--- src/cmpcal_pkg.sv ---
/*
 * cmpcal_pkg: register offsets, field positions, reset values and states
 * of the comparator offset calibration and interrupt block.
 * Assumes a 32-bit APB register bus with one register per aligned word.
 */
package cmpcal_pkg;
	localparam int ADDR_W = 8;
	localparam int TRIM_W = 5;

	// register byte offsets
	localparam logic [7:0] OFF_CTRL = 8'h00;
	localparam logic [7:0] OFF_TRIM = 8'h04;
	localparam logic [7:0] OFF_STAT = 8'h08;
	localparam logic [7:0] OFF_IRQ = 8'h0c;
	localparam logic [7:0] OFF_MASK = 8'h10;
	localparam logic [7:0] OFF_TRIP = 8'h14;
	localparam logic [7:0] OFF_PORT = 8'h18;

	// control register fields
	localparam int CTRL_EN = 0;
	localparam int CTRL_INV = 1;
	localparam int CTRL_CAL = 2;
	localparam int CTRL_REF = 3;
	localparam int CTRL_START = 4;
	localparam int CTRL_MFEN = 5;
	localparam int CTRL_PINSEL = 6;

	// trim register fields
	localparam int TRIM_LSB = 0;
	localparam int TRIM_CAL = 5;
	localparam int TRIM_REF = 6;

	// status register fields
	localparam int STAT_RESULT = 0;
	localparam int STAT_BUSY = 1;
	localparam int STAT_SLEEP = 2;

	// interrupt status / mask fields
	localparam int IRQ_CHANGE = 0;
	localparam int IRQ_DONE = 1;
	localparam int IRQ_W = 2;

	localparam logic [4:0] TRIM_RESET = 5'h10;
	localparam logic [4:0] TRIM_LOW = 5'h00;
	localparam logic [4:0] TRIM_HIGH = 5'h1f;
	localparam logic [7:0] CTRL_RESET = 8'h00;
	localparam logic [IRQ_W-1:0] MASK_RESET = 2'h0;

	// cycles allowed for the analog comparator to settle after a trim step
	localparam int SETTLE_NS = 40;
	localparam int CLK_PERIOD_NS = 4;
	localparam int SETTLE_CYC = (SETTLE_NS + CLK_PERIOD_NS - 1) / CLK_PERIOD_NS;
	localparam logic [3:0] SETTLE_LOAD = 4'(SETTLE_CYC - 1);

	typedef enum logic [2:0] {
		CMPCAL_IDLE,
		CMPCAL_UP_SEED,
		CMPCAL_UP_STEP,
		CMPCAL_DN_SEED,
		CMPCAL_DN_STEP,
		CMPCAL_FINISH
	} cmpcal_state_t;
endpackage

--- src/cmpcal_sync.sv ---
/*
 * cmpcal_sync: two-flop synchroniser for the raw analog comparator output.
 * Assumes the comparator output is asynchronous to MCLK.
 */
`timescale 1ns/1ps
module cmpcal_sync (
	input wire logic clk,
	input wire logic resetn,
	input wire logic d,
	output logic q
);
	logic meta;
	logic next_meta;
	logic next_q;

	always_comb begin
		next_meta = d;
		next_q = meta;
	end

	// first stage feeds only the second stage
	always_ff @(posedge clk or negedge resetn) begin
		if (!resetn) begin
			meta <= 1'b0;
			q <= 1'b0;
		end else begin
			meta <= next_meta;
			q <= next_q;
		end
	end
endmodule // cmpcal_sync

--- src/cmpcal_top.sv ---
/*
 * cmpcal_top: digital control around an analog comparator: trim field,
 * hardware offset calibration search, result polarity, change interrupt,
 * wake-up and pin-shared I/O read masking, with an APB register slave.
 * Assumes a single 250 MHz clock MCLK, asynchronous active-low RESETN,
 * and that the analog comparator output settles within SETTLE_NS.
 */
// Register access over APB and the address map were chosen for this implementation.
`timescale 1ns/1ps
module cmpcal_top
	import cmpcal_pkg::*;
(
	input wire logic MCLK,
	input wire logic RESETN,
	input wire logic PSEL,
	input wire logic PENABLE,
	input wire logic PWRITE,
	input wire logic [cmpcal_pkg::ADDR_W-1:0] PADDR,
	input wire logic [31:0] PWDATA,
	output logic [31:0] PRDATA,
	output logic PREADY,
	output logic PSLVERR,
	input wire logic CMP_RAW,
	input wire logic CORE_SLEEP,
	input wire logic [7:0] PORT_IN,
	output logic CMP_ENABLE,
	output logic [4:0] TRIM_CODE,
	output logic CAL_MODE,
	output logic CAL_REF_POS,
	output logic PIN_SHARED,
	output logic CMP_PIN_OUT,
	output logic IRQ,
	output logic VECTOR_REQ,
	output logic WAKEUP
);
	import cmpcal_pkg::*;

	function automatic logic [4:0] step_up(input logic [4:0] c);
		step_up = (c == TRIM_HIGH) ? c : 5'(c + 5'h01);
	endfunction

	function automatic logic [4:0] step_dn(input logic [4:0] c);
		step_dn = (c == TRIM_LOW) ? c : 5'(c - 5'h01);
	endfunction

	logic cmp_sync;
	cmpcal_sync u_sync (
		.clk(MCLK),
		.resetn(RESETN),
		.d(CMP_RAW),
		.q(cmp_sync)
	);

	// registers
	logic cmp_en, result_invert, cal_mode_select, cal_reference_select, mf_en, pin_sel;
	logic [4:0] offset_trim_code;
	logic [4:0] lower_trip_code, upper_trip_code;
	logic [IRQ_W-1:0] irq_stat, irq_mask;
	logic cmp_result_bit, result_prev;
	cmpcal_state_t state;
	logic [3:0] settle;
	logic [31:0] rdata;
	logic ready, irq_q, vec_q, wake_q, pin_q;

	logic next_cmp_en, next_result_invert, next_cal_mode_select, next_cal_reference_select;
	logic next_mf_en, next_pin_sel;
	logic [4:0] next_offset_trim_code, next_lower_trip_code, next_upper_trip_code;
	logic [IRQ_W-1:0] next_irq_stat, next_irq_mask;
	logic next_cmp_result_bit, next_result_prev;
	cmpcal_state_t next_state;
	logic [3:0] next_settle;
	logic [31:0] next_rdata;
	logic next_ready, next_irq_q, next_vec_q, next_wake_q, next_pin_q;

	logic wr, rd, busy, changed, done_ev, start;
	logic [5:0] trip_sum;
	logic [4:0] trim_midpoint;

	always_comb begin
		// writes commit on the edge that completes the transfer, with PREADY high
		wr = PSEL && PENABLE && PWRITE && ready;
		rd = PSEL && PENABLE && !PWRITE && !ready;
		busy = (state != CMPCAL_IDLE);
		// interrupt from the result bit itself, so polarity flips count
		changed = (cmp_result_bit != result_prev);
		trip_sum = 6'({1'b0, lower_trip_code} + {1'b0, upper_trip_code});
		trim_midpoint = trip_sum[5:1];
		start = wr && PADDR == OFF_CTRL && PWDATA[CTRL_START] && PWDATA[CTRL_CAL];
	end

	// control and trim registers; trim writes ignored while search is busy
	always_comb begin
		next_cmp_en = cmp_en;
		next_result_invert = result_invert;
		next_cal_mode_select = cal_mode_select;
		next_cal_reference_select = cal_reference_select;
		next_mf_en = mf_en;
		next_pin_sel = pin_sel;
		next_offset_trim_code = offset_trim_code;
		next_irq_mask = irq_mask;
		if (wr && PADDR == OFF_CTRL) begin
			next_cmp_en = PWDATA[CTRL_EN];
			next_result_invert = PWDATA[CTRL_INV];
			next_cal_mode_select = PWDATA[CTRL_CAL];
			next_cal_reference_select = PWDATA[CTRL_REF];
			next_mf_en = PWDATA[CTRL_MFEN];
			next_pin_sel = PWDATA[CTRL_PINSEL];
		end
		if (wr && PADDR == OFF_TRIM && !busy) begin
			next_offset_trim_code = PWDATA[TRIM_LSB +: TRIM_W];
			next_cal_mode_select = PWDATA[TRIM_CAL];
			next_cal_reference_select = PWDATA[TRIM_REF];
		end
		if (wr && PADDR == OFF_MASK)
			next_irq_mask = PWDATA[IRQ_W-1:0];
		case (state)
			CMPCAL_UP_SEED: next_offset_trim_code = TRIM_LOW;
			CMPCAL_UP_STEP:
				if (settle == 4'h0 && !changed)
					next_offset_trim_code = step_up(offset_trim_code);
			CMPCAL_DN_SEED: next_offset_trim_code = TRIM_HIGH;
			CMPCAL_DN_STEP:
				if (settle == 4'h0 && !changed)
					next_offset_trim_code = step_dn(offset_trim_code);
			CMPCAL_FINISH: next_offset_trim_code = trim_midpoint;
			default: ;
		endcase
	end

	// calibration search; the reference is the seeded result of each pass
	always_comb begin
		next_state = state;
		next_settle = settle;
		next_lower_trip_code = lower_trip_code;
		next_upper_trip_code = upper_trip_code;
		next_result_prev = cmp_result_bit;
		done_ev = 1'b0;
		case (state)
			CMPCAL_IDLE: begin
				if (start) begin
					next_state = CMPCAL_UP_SEED;
				end
			end
			CMPCAL_UP_SEED: begin
				next_settle = SETTLE_LOAD;
				next_state = CMPCAL_UP_STEP;
			end
			CMPCAL_UP_STEP: begin
				// reference is the settled result of the seed code only
				next_result_prev = result_prev;
				if (settle != 4'h0) begin
					next_settle = 4'(settle - 4'h1);
					if (settle == 4'h1 && offset_trim_code == TRIM_LOW)
						next_result_prev = cmp_result_bit;
				end else if (changed || offset_trim_code == TRIM_HIGH) begin
					next_lower_trip_code = offset_trim_code;
					next_state = CMPCAL_DN_SEED;
				end else begin
					next_settle = SETTLE_LOAD;
				end
			end
			CMPCAL_DN_SEED: begin
				next_settle = SETTLE_LOAD;
				next_state = CMPCAL_DN_STEP;
			end
			CMPCAL_DN_STEP: begin
				next_result_prev = result_prev;
				if (settle != 4'h0) begin
					next_settle = 4'(settle - 4'h1);
					if (settle == 4'h1 && offset_trim_code == TRIM_HIGH)
						next_result_prev = cmp_result_bit;
				end else if (changed || offset_trim_code == TRIM_LOW) begin
					next_upper_trip_code = offset_trim_code;
					next_state = CMPCAL_FINISH;
				end else begin
					next_settle = SETTLE_LOAD;
				end
			end
			CMPCAL_FINISH: begin
				done_ev = 1'b1;
				next_state = CMPCAL_IDLE;
			end
			default: next_state = CMPCAL_IDLE;
		endcase
		// a start written together with the mode bit is not aborted
		if (!next_cal_mode_select)
			next_state = CMPCAL_IDLE;
	end

	// result bit, sticky flags, outputs
	always_comb begin
		// comparator keeps sampling in sleep when enabled
		next_cmp_result_bit = cmp_en ? (cmp_sync ^ result_invert) : 1'b0;
		next_irq_stat = irq_stat;
		if (wr && PADDR == OFF_IRQ)
			next_irq_stat = irq_stat & ~PWDATA[IRQ_W-1:0];
		// set beats a same-cycle clear; software may also set to block wake
		if (wr && PADDR == OFF_STAT)
			next_irq_stat = next_irq_stat | PWDATA[IRQ_W-1:0];
		if (changed && !busy && cmp_en)
			next_irq_stat[IRQ_CHANGE] = 1'b1;
		if (done_ev)
			next_irq_stat[IRQ_DONE] = 1'b1;
		next_irq_q = |(next_irq_stat & irq_mask);
		next_vec_q = next_irq_stat[IRQ_CHANGE] && irq_mask[IRQ_CHANGE] && mf_en;
		// only a fresh flag edge wakes, so a preset flag suppresses it
		next_wake_q = CORE_SLEEP && cmp_en && changed && !busy
			&& !irq_stat[IRQ_CHANGE];
		next_pin_q = cmp_en ? cmp_result_bit : 1'b0;
		next_ready = PSEL && PENABLE && !ready;
		next_rdata = 32'h0;
		if (rd) begin
			case (PADDR)
				OFF_CTRL: next_rdata = 32'({pin_sel, mf_en, 1'b0, cal_reference_select,
					cal_mode_select, result_invert, cmp_en});
				OFF_TRIM: next_rdata = 32'({cal_reference_select, cal_mode_select,
					offset_trim_code});
				OFF_STAT: next_rdata = 32'({CORE_SLEEP, busy, cmp_result_bit});
				OFF_IRQ: next_rdata = 32'(irq_stat);
				OFF_MASK: next_rdata = 32'(irq_mask);
				OFF_TRIP: next_rdata = 32'({upper_trip_code, 3'h0, lower_trip_code});
				// pin-shared data reads zero while the comparator owns the pins
				OFF_PORT: next_rdata = 32'((cmp_en && pin_sel) ? 8'h00 : PORT_IN);
				default: next_rdata = 32'h0;
			endcase
		end
	end

	always_ff @(posedge MCLK or negedge RESETN) begin
		if (!RESETN) begin
			cmp_en <= CTRL_RESET[CTRL_EN];
			result_invert <= CTRL_RESET[CTRL_INV];
			cal_mode_select <= CTRL_RESET[CTRL_CAL];
			cal_reference_select <= CTRL_RESET[CTRL_REF];
			mf_en <= CTRL_RESET[CTRL_MFEN];
			pin_sel <= CTRL_RESET[CTRL_PINSEL];
			offset_trim_code <= TRIM_RESET;
			lower_trip_code <= TRIM_LOW;
			upper_trip_code <= TRIM_LOW;
			irq_stat <= '0;
			irq_mask <= MASK_RESET;
			cmp_result_bit <= 1'b0;
			result_prev <= 1'b0;
			state <= CMPCAL_IDLE;
			settle <= 4'h0;
			rdata <= 32'h0;
			ready <= 1'b0;
			irq_q <= 1'b0;
			vec_q <= 1'b0;
			wake_q <= 1'b0;
			pin_q <= 1'b0;
		end else begin
			cmp_en <= next_cmp_en;
			result_invert <= next_result_invert;
			cal_mode_select <= next_cal_mode_select;
			cal_reference_select <= next_cal_reference_select;
			mf_en <= next_mf_en;
			pin_sel <= next_pin_sel;
			offset_trim_code <= next_offset_trim_code;
			lower_trip_code <= next_lower_trip_code;
			upper_trip_code <= next_upper_trip_code;
			irq_stat <= next_irq_stat;
			irq_mask <= next_irq_mask;
			cmp_result_bit <= next_cmp_result_bit;
			result_prev <= next_result_prev;
			state <= next_state;
			settle <= next_settle;
			rdata <= next_rdata;
			ready <= next_ready;
			irq_q <= next_irq_q;
			vec_q <= next_vec_q;
			wake_q <= next_wake_q;
			pin_q <= next_pin_q;
		end
	end

	// mirrored control outputs, registered copies kept in step
	logic en_o, cal_o, ref_o, pin_o;
	logic [4:0] trim_o;
	always_ff @(posedge MCLK or negedge RESETN) begin
		if (!RESETN) begin
			en_o <= 1'b0;
			cal_o <= 1'b0;
			ref_o <= 1'b0;
			pin_o <= 1'b0;
			trim_o <= TRIM_RESET;
		end else begin
			en_o <= next_cmp_en;
			cal_o <= next_cal_mode_select;
			ref_o <= next_cal_reference_select;
			pin_o <= next_pin_sel;
			trim_o <= next_offset_trim_code;
		end
	end

	always_comb begin
		PRDATA = rdata;
		PREADY = ready;
		PSLVERR = 1'b0;
		CMP_ENABLE = en_o;
		TRIM_CODE = trim_o;
		CAL_MODE = cal_o;
		CAL_REF_POS = ref_o;
		PIN_SHARED = pin_o;
		CMP_PIN_OUT = pin_q;
		IRQ = irq_q;
		VECTOR_REQ = vec_q;
		WAKEUP = wake_q;
	end
endmodule // cmpcal_top

--- config.mk ---
export PLATFORM = sky130hd
export DESIGN_NAME = cmpcal_top
export DESIGN_NICKNAME = d
export VERILOG_FILES = /design/src/cmpcal_pkg.sv /design/src/cmpcal_sync.sv /design/src/cmpcal_top.sv
export SDC_FILE = /design/constraint.sdc
export NUM_CORES = 1
export LEC_CHECK = 0
export BUFFER_PORTS_ARGS = -buffer_cell sky130_fd_sc_hd__buf_4
export CAP_MARGIN = 5
export CORE_ASPECT_RATIO = 0.7
export CORE_UTILIZATION = 25
export CTS_BUF_LIST = sky130_fd_sc_hd__clkbuf_4 sky130_fd_sc_hd__clkbuf_8
export DETAILED_ROUTE_END_ITERATION = 6
export SYNTH_ARGS = -nofsm -noshare
export SYNTH_HDL_FRONTEND = slang
export SYNTH_SLANG_ARGS = --single-unit
--- constraint.sdc ---
create_clock -name MCLK -period 2.6 [get_ports MCLK]
set_clock_uncertainty 0.05 [all_clocks]
set_input_delay 0.39 -clock MCLK [delete_from_list [all_inputs] [get_ports MCLK]]
set_output_delay 0.39 -clock MCLK [all_outputs]
set_load 0.03 [all_outputs]
==> results by group, run 1 <==
Global route
  – First-pass GRT wire length: between 10000 and 15000 µm
  – Largest net degree at the start of global routing: 55
  – Overflow after GRT: 0
  – Vias in the first global route: 2693
  – Initial antenna violation count: 0
  – GRT Total Usage: 0.136

Clock tree
  – Clock slew at reported path FFs: roughly 0.11 ns
  – Worst-case clock buffer depth: 2
  – Clk sinks: 54
  – Post-CTS Setup Inserts: 0
  – CTS resizes: 0
  – Clock Tree Root: clkbuf_8
  – CTS buffer count: 5
  – Hold buffers post-CTS: 0
  – Clk_lat worst skew: between 0.3 and 0.4 ns
  – CTS H-tree depth: 2
  – CTS tree: built

Timing
  – Worst Hold Slack: 0.0442 ns
  – Min Tclk post-route: 2.44 ns
  – Max Slew Vio Count: 0
  – Slew headroom: 0.535
  – Final Hold Fails: 0
  – Final worst slack: between 0.15 and 0.2 ns
  – Period utilisation layout: 0.937
  – Unrepaired setup endpoints after global routing: no
  – FMAX: between 0.4 and 0.5 GHz
  – Setup Viol. Count Final: 0
  – Least-Margin Pin Slew: 0.697 ns

Floorplan
  – Die W: 138 µm
  – I/O pin count: ~100
  – Starting density of the core: 0.258
  – Row count: 34
  – Die height: between 90 and 100 µm
  – Die ar.: 13400 µm²
  – Core area: 12500 µm²

Setup path
  – WP data required: between 2 and 3 ns
  – Worst setup path start: TRIM_CODE[1]$_DFFE_PN0P_
  – Crit path DAT: between 2 and 3 ns
  – WS Path Type: flip-flop to flip-flop
  – CP peak stage delay: between 0.6 and 0.7 ns
  – WP buf/inv: 1
  – Startpoint types: flip-flop
  – Worst r2r path cells: 7
  – Setup crit end: TRIM_CODE[3]$_DFFE_PN0P_
  – Crit path max-delay family: compound AO/OA/AOI/OAI gates
  – Worst Setup End Kind: flip-flop
  – Crit-path cells: inv_1 -> ha_1 -> or4b_2 -> o32a_1 -> o31ai_1 -> nor2_1 -> a221oi_1
  – CP max-delay cell: or4b_2
  – RR Endpoint: TRIM_CODE[3]$_DFFE_PN0P_
  – Worst R2R Setup Slack: between 0.15 and 0.2 ns
  – Worst r2r src: TRIM_CODE[1]$_DFFE_PN0P_
  – Worst-path fanout max: 4
  – Critical Path Stages: 7

Routing
  – Via count: about 2900
  – Avg WL per Cell: 15.6 µm
  – DR pass1 iterations: 7
  – DRC: 6
  – DR iter-0 viols: around 180
  – Final wirelength: ~9000 µm
  – Post-route ant nets: 0
  – Routed vias/inst: 4.95

Finish
  – Fill cells: ~1300
  – Final instance count without filler cells: 576
  – Fraction of layout cells with a size suffix above 1: 0.312
  – Fin nets: roughly 480
  – # diodes: 0
  – Register area: ~1400 µm²
  – Area Overhead vs Synth: 25.7%
  – Area occupied by multi-input gates: 1700 µm²

Synth
  – Post-Syn Instances: 331
  – Count leader, synth: dfrtp_1
  – Flop and latch count out of synthesis: 54
  – Top_reg_cell synth: dfrtp_1
  – Largest area contributor in the netlist: dfrtp_1
  – Commonest cells in the synthesized netlist: dfrtp_1, nand2_1, nor2_1, buf_4, o21ai_0
  – Mapped Area: 3240 µm²
  – Number of synthesized flops with an enable pin: 0
  – Mapped Avg Cell Area: between 9 and 10 µm²
  – Top cells by area, synth: dfrtp_1, mux2_2, buf_4
  – Post-synth ARST share: 1.00
  – Post-synthesis sequential area ratio: 0.417
  – Synth warn: 0
  – Count of cell types in the netlist: 61
  – Yosys top cell area share: 0.409

Pwr
  – Lkg Pwr: 0.00190 µW
  – PwrDens: just under 400 nW/µm²
  – VDD IR max: 205 µV

Status
  – Status: finished with violations
  – Failing checks: DRC

Placement
  – DP Cell Count: roughly 570
  – IO buf count: 56
  – DP HPWL: 7030 µm
  – RD Place Congestion: between 0.9 and 1
  – Placement Setup Slack: -0.0338 ns

Worst hold path
  – Min-Delay Path Class: input port to async pin

Job
  – Maxcap violations: 0
[per-layer routing]
metal  vias up  global-route usage  wire (µm)
li1       1341                   -          -
met4         0              0.0259         59
met3         7              0.0306        707
met5         -                   0          0
met2       134               0.190       3520
met1      1370               0.210       4680
[per-stage QoR]
| stage | instance area [µm²] | total power (µW) | utilization | TNS [ns] |
|---|---|---|---|---|
| 2_1_floorplan | 3310 | 962 | - | 0 |
| 3_3_place_gp | 3960 | 1020 | 0.315 | -0.0135 |
| 3_5_place_dp | 3960 | 1020 | 0.315 | -0.0338 |
| 4_1_cts | 4080 | 1620 | 0.325 | 0 |
| 5_1_grt | 4080 | 1670 | 0.325 | 0 |
| 6_report | 4080 | 1610 | 0.325 | 0 |
[worst min path at each step]
| stage | from | end | slack (ns) |
|---|---|---|---|
| CTS | RESETN | IRQ$_DFF_PN0_ | 0.07 |
| floorplan | RESETN | CAL_MODE$_DFF_PN0_ | 0.04 |
| finish | RESETN | PRDATA[0]$_DFF_PN0_ | 0.04 |
| detailed placement | u_sync.meta$_DFF_PN0_ | u_sync.q$_DFF_PN0_ | 0.29 |
| global route | RESETN | PRDATA[0]$_DFF_PN0_ | 0.1 |
| global placement | u_sync.meta$_DFF_PN0_ | u_sync.q$_DFF_PN0_ | 0.29 |
[placed cells by master (no fill, tap or decap), drive strengths merged, types with 6 or more instances in the layout]
cell | netlist | final
a21oi | 17 | 17
a22oi | 7 | 7
and3 | 8 | 8
buf | 21 | 87
conb | 1 | 20
dfrtp | 53 | 53
ha | 10 | 10
inv | 14 | 15
mux2 | 16 | 16
nand2 | 30 | 30
nand4 | 7 | 7
nor2 | 25 | 25
nor3 | 8 | 8
o21ai | 20 | 20
o31ai | 6 | 6
[cells by family after synthesis]
kind of cell / synth area share
muxes: 0.0849
DFF: 0.417
and+or+nand+nor: 0.171
buffers and inverters: 0.0810
other: 0.00116
AOI/OAI and AO/OA: 0.178
adders and majority gates: 0.0448
xor gates and xnor gates: 0.0216
[power breakdown]
part	internal, µW	switching, µW	total (µW)
Combinational	48.7	101	149
Sequential	844	7.02	851
Clock	293	314	607
[layout make-up]
cell class,instances,share of cell area
sequential,54,0.332
clock buffer,5,0.0169
tap,162,0.0497
clock inverter,3,0.0117
inverter,14,0.0129
multi-input combinational,251,0.417
timing repair buffer,87,0.160
[flip-flops by register name, summed over array words and instances, names as in the netlist, 2 cells and up]
name / flops
PRDATA: 13
TRIM_CODE: 5
irq_mask: 2
irq_stat: 2
lower_trip_code: 5
settle: 4
state: 3
upper_trip_code: 5
(Power assumes the default switching activity.)
==> run 2: changes to the inputs <==
- PLACE_DENSITY: default -> 0.53
- SLEW_MARGIN: default -> 20
==> run 2 against run 1 <==
Effect of this change: the run still ends with DRC left; power shrank 5.8%; maximum frequency is 2.4% higher; largest cell class unchanged; register-to-register slack improved by 0.06 ns.
==> results by group, run 2 (synthesis gave the netlist of run 1 again) <==
Status
  – Status: finished with violations (unchanged)
  – Failing checks: DRC (unchanged)

Finish
  – Fraction of layout cells with a size suffix above 1: 0.312 (unchanged)
  – Area Overhead vs Synth: 25.2% (was 25.7%)
  – Most frequent cells in the layout: buf_4, dfrtp_1, nand2_1 (unchanged)
  – Max reg flops: 13 (unchanged)
  – Fin nets: 479 (unchanged)
  – Commonest non-fill, non-tap cell in the layout: buf_4 (unchanged)
  – Final instance count without filler cells: 576 (unchanged)
  – Finished Core Util: 0.323 (was 0.325)
  – # diodes: 0 (unchanged)

Setup path
  – Worst-path fanout max: 7 (was 4)
  – WP buf/inv: 1 (unchanged)
  – Startpoint types: flip-flop (unchanged)
  – Worst Setup End Kind: flip-flop (unchanged)
  – Cell mode on critical path: ha_1
  – WS Path Type: flip-flop to flip-flop (unchanged)
  – Crit-path cells: buf_4 -> ha_1 -> and3_1 -> ha_1 -> a311o_1 -> a22oi_1 -> o311ai_0 -> a21oi_1 -> nor2_1 (was inv_1 -> ha_1 -> or4b_2 -> o32a_1 -> o31ai_1 -> nor2_1 -> a221oi_1)
  – WP data required: 2.82 ns (was 2.78 ns)
  – CP max-delay cell: dfrtp_1 (was or4b_2)
  – CP peak stage delay: 0.39 ns (was 0.64 ns)
  – Crit path max-delay family: compound AO/OA/AOI/OAI gates (unchanged)
  – Crit path DAT: 2.60 ns (was 2.62 ns)

Clock tree
  – Clock Tree Root: clkbuf_8 (unchanged)
  – CTS tree: built (unchanged)
  – Hold buffers post-CTS: 0 (unchanged)
  – CTS H-tree depth: 2 (unchanged)
  – Clock slew at reported path FFs: 0.11 ns (about the same)
  – Post-CTS Setup Inserts: 0 (unchanged)
  – CTS resizes: 0 (unchanged)
  – CTS buffer count: 5 (unchanged)
  – Clk sinks: 54 (unchanged)
  – Clk_lat worst skew: 0.32 ns (was 0.33 ns)
  – Worst-case clock buffer depth: 2 (unchanged)

Pwr
  – VDD IR max: 171 µV (was 205 µV)
  – Lkg Pwr: 0.00189 µW (was 0.00190 µW)
  – PwrDens: 373 nW/µm² (was 394 nW/µm²)

Global route
  – Largest net degree at the start of global routing: 55 (unchanged)
  – Overflow after GRT: 0 (unchanged)
  – First-pass GRT wire length: 14900 µm (was 14400 µm)
  – Vias in the first global route: 2689 (was 2693)
  – Initial antenna violation count: 0 (unchanged)
  – GRT Total Usage: 0.142 (was 0.136)

Placement
  – RD Place Congestion: 0.832 (was 0.902)
  – IO buf count: 56 (unchanged)
  – Placement Setup Slack: -0.0168 ns (was -0.0338 ns)
  – DP Cell Count: 568 (unchanged)
  – DP HPWL: 7110 µm (was 7030 µm)

Routing
  – DR pass1 iterations: 7 (unchanged)
  – DR iter-0 viols: 254 (was 183)
  – Routed vias/inst: 4.94 (was 4.95)
  – DRC: 2 (was 6)
  – Avg WL per Cell: 16.1 µm (was 15.6 µm)
  – Final wirelength: 9290 µm (was 8970 µm)
  – Via count: 2848 (was 2852)
  – Post-route ant nets: 0 (unchanged)

Floorplan
  – Row count: 34 (unchanged)
  – Die height: 97.3 µm (unchanged)
  – Starting density of the core: 0.258 (unchanged)
  – Die W: 138 µm (unchanged)
  – I/O pin count: 102 (unchanged)
  – Die ar.: 13400 µm² (unchanged)
  – Core area: 12500 µm² (unchanged)

Timing
  – Slew headroom: 0.527 (was 0.535)
  – Worst Hold Slack: 0.0491 ns (was 0.0442 ns)
  – FMAX: 0.420 GHz (was 0.410 GHz)
  – Final worst slack: 0.219 ns (was 0.163 ns)
  – Min Tclk post-route: 2.38 ns (was 2.44 ns)
  – Max Slew Vio Count: 0 (unchanged)
  – Unrepaired setup endpoints after global routing: no (unchanged)
  – Period utilisation layout: 0.916 (was 0.937)
  – Final Hold Fails: 0 (unchanged)
  – Fin Setup TNS: 0 ns (unchanged)
  – Setup Viol. Count Final: 0 (unchanged)
  – Least-Margin Pin Slew: 0.710 ns (was 0.697 ns)

Worst hold path
  – Min-Delay Path Class: input port to async pin (unchanged)

Job
  – Maxcap violations: 0 (unchanged)
-- run 2: area by class of cell --
cell class	count	area [µm²]
tap	162	203
multi-input combinational	251	1700
fill	1264	8490
clock inverter	3	23.8
timing repair buffer	87	653
inverter	14	52.6
clock buffer	5	68.8
sequential	54	1350
-- run 2: metal layers --
layer  share of wire  vias up  track usage  wire length [µm]
li1                -     1334            -                 -
met4          0.0042        0       0.0259                39
met5               0        -            0                 0
met1            0.53     1371        0.226              4900
met3           0.080        4       0.0340               745
met2            0.39      139        0.189              3610
-- run 2: worst reg2reg max path: cells and delay by family (launching register included) --
family          cells  cell delay, ns
simple gates        2            0.26
buf+inv             1            0.17
flops               1            0.39
fa+ha+maj           2            0.47
compound gates      4            1.00
-- run 2: stage by stage --
stage | instance area, µm² | total power (µW)
floorplan | 3310 | 962
detailed placement | 3960 | 1020
global placement | 3960 | 1020
CTS | 4050 | 1540
finish | 4060 | 1510
global route | 4060 | 1580
-- run 2: power by group --
part | switching [µW] | internal [µW] | total (µW)
Sequential | 5.55 | 845 | 850
Clock | 318 | 194 | 512
Combinational | 103 | 48.8 | 152
Total | 427 | 1090 | 1510
-- run 2: final timing paths --
| kind | depth (start not counted) | slack [ns] | end | start |
|---|---|---|---|---|
| min in group MCLK | 1 | 0.11 | u_sync.meta$_DFF_PN0_ | CMP_RAW |
| worst min register to register | 0 | 0.31 | u_sync.q$_DFF_PN0_ | u_sync.meta$_DFF_PN0_ |
| worst max-delay path | 9 | 0.22 | TRIM_CODE[4]$_DFFE_PN1P_ | TRIM_CODE[1]$_DFFE_PN0P_ |
| max in group asynchronous | 1 | 1.97 | PRDATA[12]$_DFF_PN0_ | RESETN |
| worst min-delay path | 1 | 0.05 | PRDATA[7]$_DFF_PN0_ | RESETN |
| worst max register to register | 9 | 0.22 | TRIM_CODE[4]$_DFFE_PN1P_ | TRIM_CODE[1]$_DFFE_PN0P_ |
==> run 3: changes to the inputs <==
- ABC_AREA: default -> 1
==> run 3 against run 2 <==
Effect of this change: the flow now finishes without violations; combinational power grew 99%; power grew 16%; routed wire length shrank 1.3%; sequential cell count is the same; synthesized cell count grew 35%; critical endpoint is now settle[2]$_DFFE_PN0P_; largest cell class unchanged; largest power group unchanged; highest routed layer unchanged.
==> results by group, run 3 <==
Timing
  – Unrepaired setup endpoints after global routing: no (unchanged)
  – Fin Setup TNS: 0 ns (unchanged)
  – Setup Viol. Count Final: 0 (unchanged)
  – Slew headroom: 0.531 (was 0.527)
  – Min Tclk post-route: 2.09 ns (was 2.38 ns)
  – Least-Margin Pin Slew: 0.704 ns (was 0.710 ns)
  – Final Hold Fails: 0 (unchanged)
  – Max Slew Vio Count: 0 (unchanged)
  – FMAX: 0.480 GHz (was 0.420 GHz)
  – Period utilisation layout: 0.802 (was 0.916)

Synth
  – Flop and latch count out of synthesis: 54 (unchanged)
  – Count leader, synth: nand2_1 (was dfrtp_1)
  – Mapped Avg Cell Area: 7.53 µm² (was 9.79 µm²)
  – Mapped Area: 3370 µm² (was 3240 µm²)
  – Yosys top cell area share: 0.393 (was 0.409)
  – Top cells by area, synth: dfrtp_1, nand2_1, nand3_1 (was dfrtp_1, mux2_2, buf_4)
  – Post-Syn Instances: 448 (was 331)
  – Post-synth ARST share: 1.00 (unchanged)
  – Count of cell types in the netlist: 38 (was 61)
  – Post-synthesis sequential area ratio: 0.401 (was 0.417)
  – Synth warn: 0 (unchanged)
  – Number of synthesized flops with an enable pin: 0 (unchanged)
  – Top_reg_cell synth: dfrtp_1 (unchanged)
  – Commonest cells in the synthesized netlist: nand2_1, dfrtp_1, nor2_1, nand3_1, inv_1 (was dfrtp_1, nand2_1, nor2_1, buf_4, o21ai_0)
  – Largest area contributor in the netlist: dfrtp_1 (unchanged)

Clock tree
  – Clock Tree Root: clkbuf_8 (unchanged)
  – CTS tree: built (unchanged)
  – CTS resizes: 0 (unchanged)
  – Post-CTS Setup Inserts: 0 (unchanged)
  – Hold buffers post-CTS: 0 (unchanged)
  – Clock slew at reported path FFs: 0.10 ns (was 0.11 ns)
  – Worst-case clock buffer depth: 2 (unchanged)
  – CTS H-tree depth: 2 (unchanged)
  – CTS buffer count: 5 (unchanged)
  – Clk_lat worst skew: 0.33 ns (was 0.32 ns)
  – Clk sinks: 54 (unchanged)

Finish
  – Most frequent cells in the layout: nand2_1, buf_4, dfrtp_1 (was buf_4, dfrtp_1, nand2_1)
  – Fraction of layout cells with a size suffix above 1: 0.202 (was 0.312)
  – # diodes: 0 (unchanged)
  – Final instance count without filler cells: 675 (was 576)
  – Area Overhead vs Synth: 19.5% (was 25.2%)
  – Finished Core Util: 0.307 (was 0.323)
  – Commonest non-fill, non-tap cell in the layout: nand2_1 (was buf_4)
  – Fin nets: 574 (was 479)
  – Max reg flops: 13 (unchanged)

Global route
  – GRT Total Usage: 0.138 (was 0.142)
  – Initial antenna violation count: 0 (unchanged)
  – Overflow after GRT: 0 (unchanged)
  – Largest net degree at the start of global routing: 55 (unchanged)
  – Vias in the first global route: 2971 (was 2689)
  – First-pass GRT wire length: 15000 µm (was 14900 µm)

Setup path
  – RR Endpoint: settle[2]$_DFFE_PN0P_ (was TRIM_CODE[4]$_DFFE_PN1P_)
  – WP data required: 2.77 ns (was 2.82 ns)
  – Worst r2r src: TRIM_CODE[0]$_DFFE_PN0P_ (was TRIM_CODE[1]$_DFFE_PN0P_)
  – Worst Setup End Kind: flip-flop (unchanged)
  – Worst-path fanout max: 11 (was 7)
  – Startpoint types: flip-flop (unchanged)
  – Worst R2R Setup Slack: 0.51 ns (was 0.22 ns)
  – Crit path DAT: 2.26 ns (was 2.60 ns)
  – Worst r2r path cells: 12 (was 9)
  – WS Path Type: flip-flop to flip-flop (unchanged)

Routing
  – Avg WL per Cell: 13.6 µm (was 16.1 µm)
  – Final wirelength: 9170 µm (was 9290 µm)
  – Via count: 3085 (was 2848)
  – DRC: 0 (was 2)
  – Post-route ant nets: 0 (unchanged)
  – DR pass1 iterations: 5 (was 7)
  – DR iter-0 viols: 242 (was 254)
  – Routed vias/inst: 4.57 (was 4.94)

Worst hold path
  – Min-Delay Path Class: input port to async pin (unchanged)

Placement
  – RD Place Congestion: 0.911 (was 0.832)
  – DP Cell Count: 667 (was 568)
  – DP HPWL: 7200 µm (was 7110 µm)
  – IO buf count: 56 (unchanged)

Floorplan
  – Row count: 35 (was 34)
  – Die height: 99.2 µm (was 97.3 µm)
  – Die W: 141 µm (was 138 µm)
  – Core area: 13100 µm² (was 12500 µm²)
  – Starting density of the core: 0.257 (was 0.258)
  – Die ar.: 14000 µm² (was 13400 µm²)
  – I/O pin count: 102 (unchanged)

Status
  – Status: completed (was finished with violations)

Pwr
  – PwrDens: 436 nW/µm² (was 373 nW/µm²)
  – Lkg Pwr: 0.00206 µW (was 0.00189 µW)
  – VDD IR max: 211 µV (was 171 µV)

Job
  – Maxcap violations: 0 (unchanged)
==> run 3: layout make-up <==
class / instances / area [µm²]
inverter: 52 / 195
clock buffer: 5 / 68.8
multi-input combinational: 337 / 1730
fill: 1428 / 9110
timing repair buffer: 58 / 435
clock inverter: 3 / 45.0
sequential: 54 / 1350
tap: 166 / 208
==> run 3: through the flow <==
stage	cell area, µm²	hold slack (ns)	setup slack (ns)	total power, µW
floorplan	3440	0.0444	0.732	1070
global placement	3920	0.291	0.528	1180
detailed placement	3920	0.289	0.516	1180
CTS	4030	0.0856	0.505	1780
global route	4030	0.0892	0.175	1860
finish	4030	0.0442	0.515	1760
==> run 3: kinds of logic (layout without fill, tap and decap cells) <==
group                    after synthesis  count (layout)  synth area share
AND/OR/NAND/NOR                      233             233             0.322
buffers and inverters                 76             118             0.108
AO/OA/AOI/OAI                         68              68             0.111
flip-flops                            54              54             0.401
adder cells (fa/ha/maj)               11              11            0.0430
XOR/XNOR                               4               4            0.0104
other                                  1              20           0.00111
multiplexers                           1               1           0.00334
==> run 3: worst max-delay path, stage by stage, from the launching register on <==
cell     delay [ns]
dfrtp_1        0.44
ha_1           0.24
nand2_1        0.07
nor2_1         0.05
ha_1           0.23
inv_1          0.06
nand2_1        0.06
nand2_1        0.38
nand3_4        0.16
inv_2          0.09
nand2_1        0.07
nand2_1        0.07
nor2_1         0.03
==> run 3: worst max-delay path by stage <==
| stage | slack, ns | start | depth (start not counted) | to |
|---|---|---|---|---|
| final | 0.51 | TRIM_CODE[0]$_DFFE_PN0P_ | 12 | settle[2]$_DFFE_PN0P_ |
| after global routing | 0.18 | TRIM_CODE[0]$_DFFE_PN0P_ | 10 | settle[3]$_DFFE_PN0P_ |
| after CTS | 0.50 | TRIM_CODE[0]$_DFFE_PN0P_ | 10 | settle[3]$_DFFE_PN0P_ |
| after detailed placement | 0.52 | TRIM_CODE[3]$_DFFE_PN0P_ | 9 | settle[3]$_DFFE_PN0P_ |
| after global placement | 0.53 | TRIM_CODE[0]$_DFFE_PN0P_ | 12 | settle[2]$_DFFE_PN0P_ |
| after floorplan | 0.73 | TRIM_CODE[0]$_DFFE_PN0P_ | 8 | settle[3]$_DFFE_PN0P_ |
==> run 3: layer usage <==
metal | global-route usage | part of all wire | wire length [µm]
met1 | 0.200 | 0.50 | 4630
met2 | 0.201 | 0.42 | 3840
met3 | 0.0409 | 0.066 | 605
met4 | 0.0309 | 0.0099 | 91
met5 | 0 | 0 | 0
==> run 3: power by group <==
part / total [µW] / leakage (µW) / switching [µW] / internal [µW]
clock network: 598 / 0.0000504 / 311 / 287
registers: 858 / 0.000715 / 6.88 / 851
logic: 302 / 0.00130 / 202 / 100
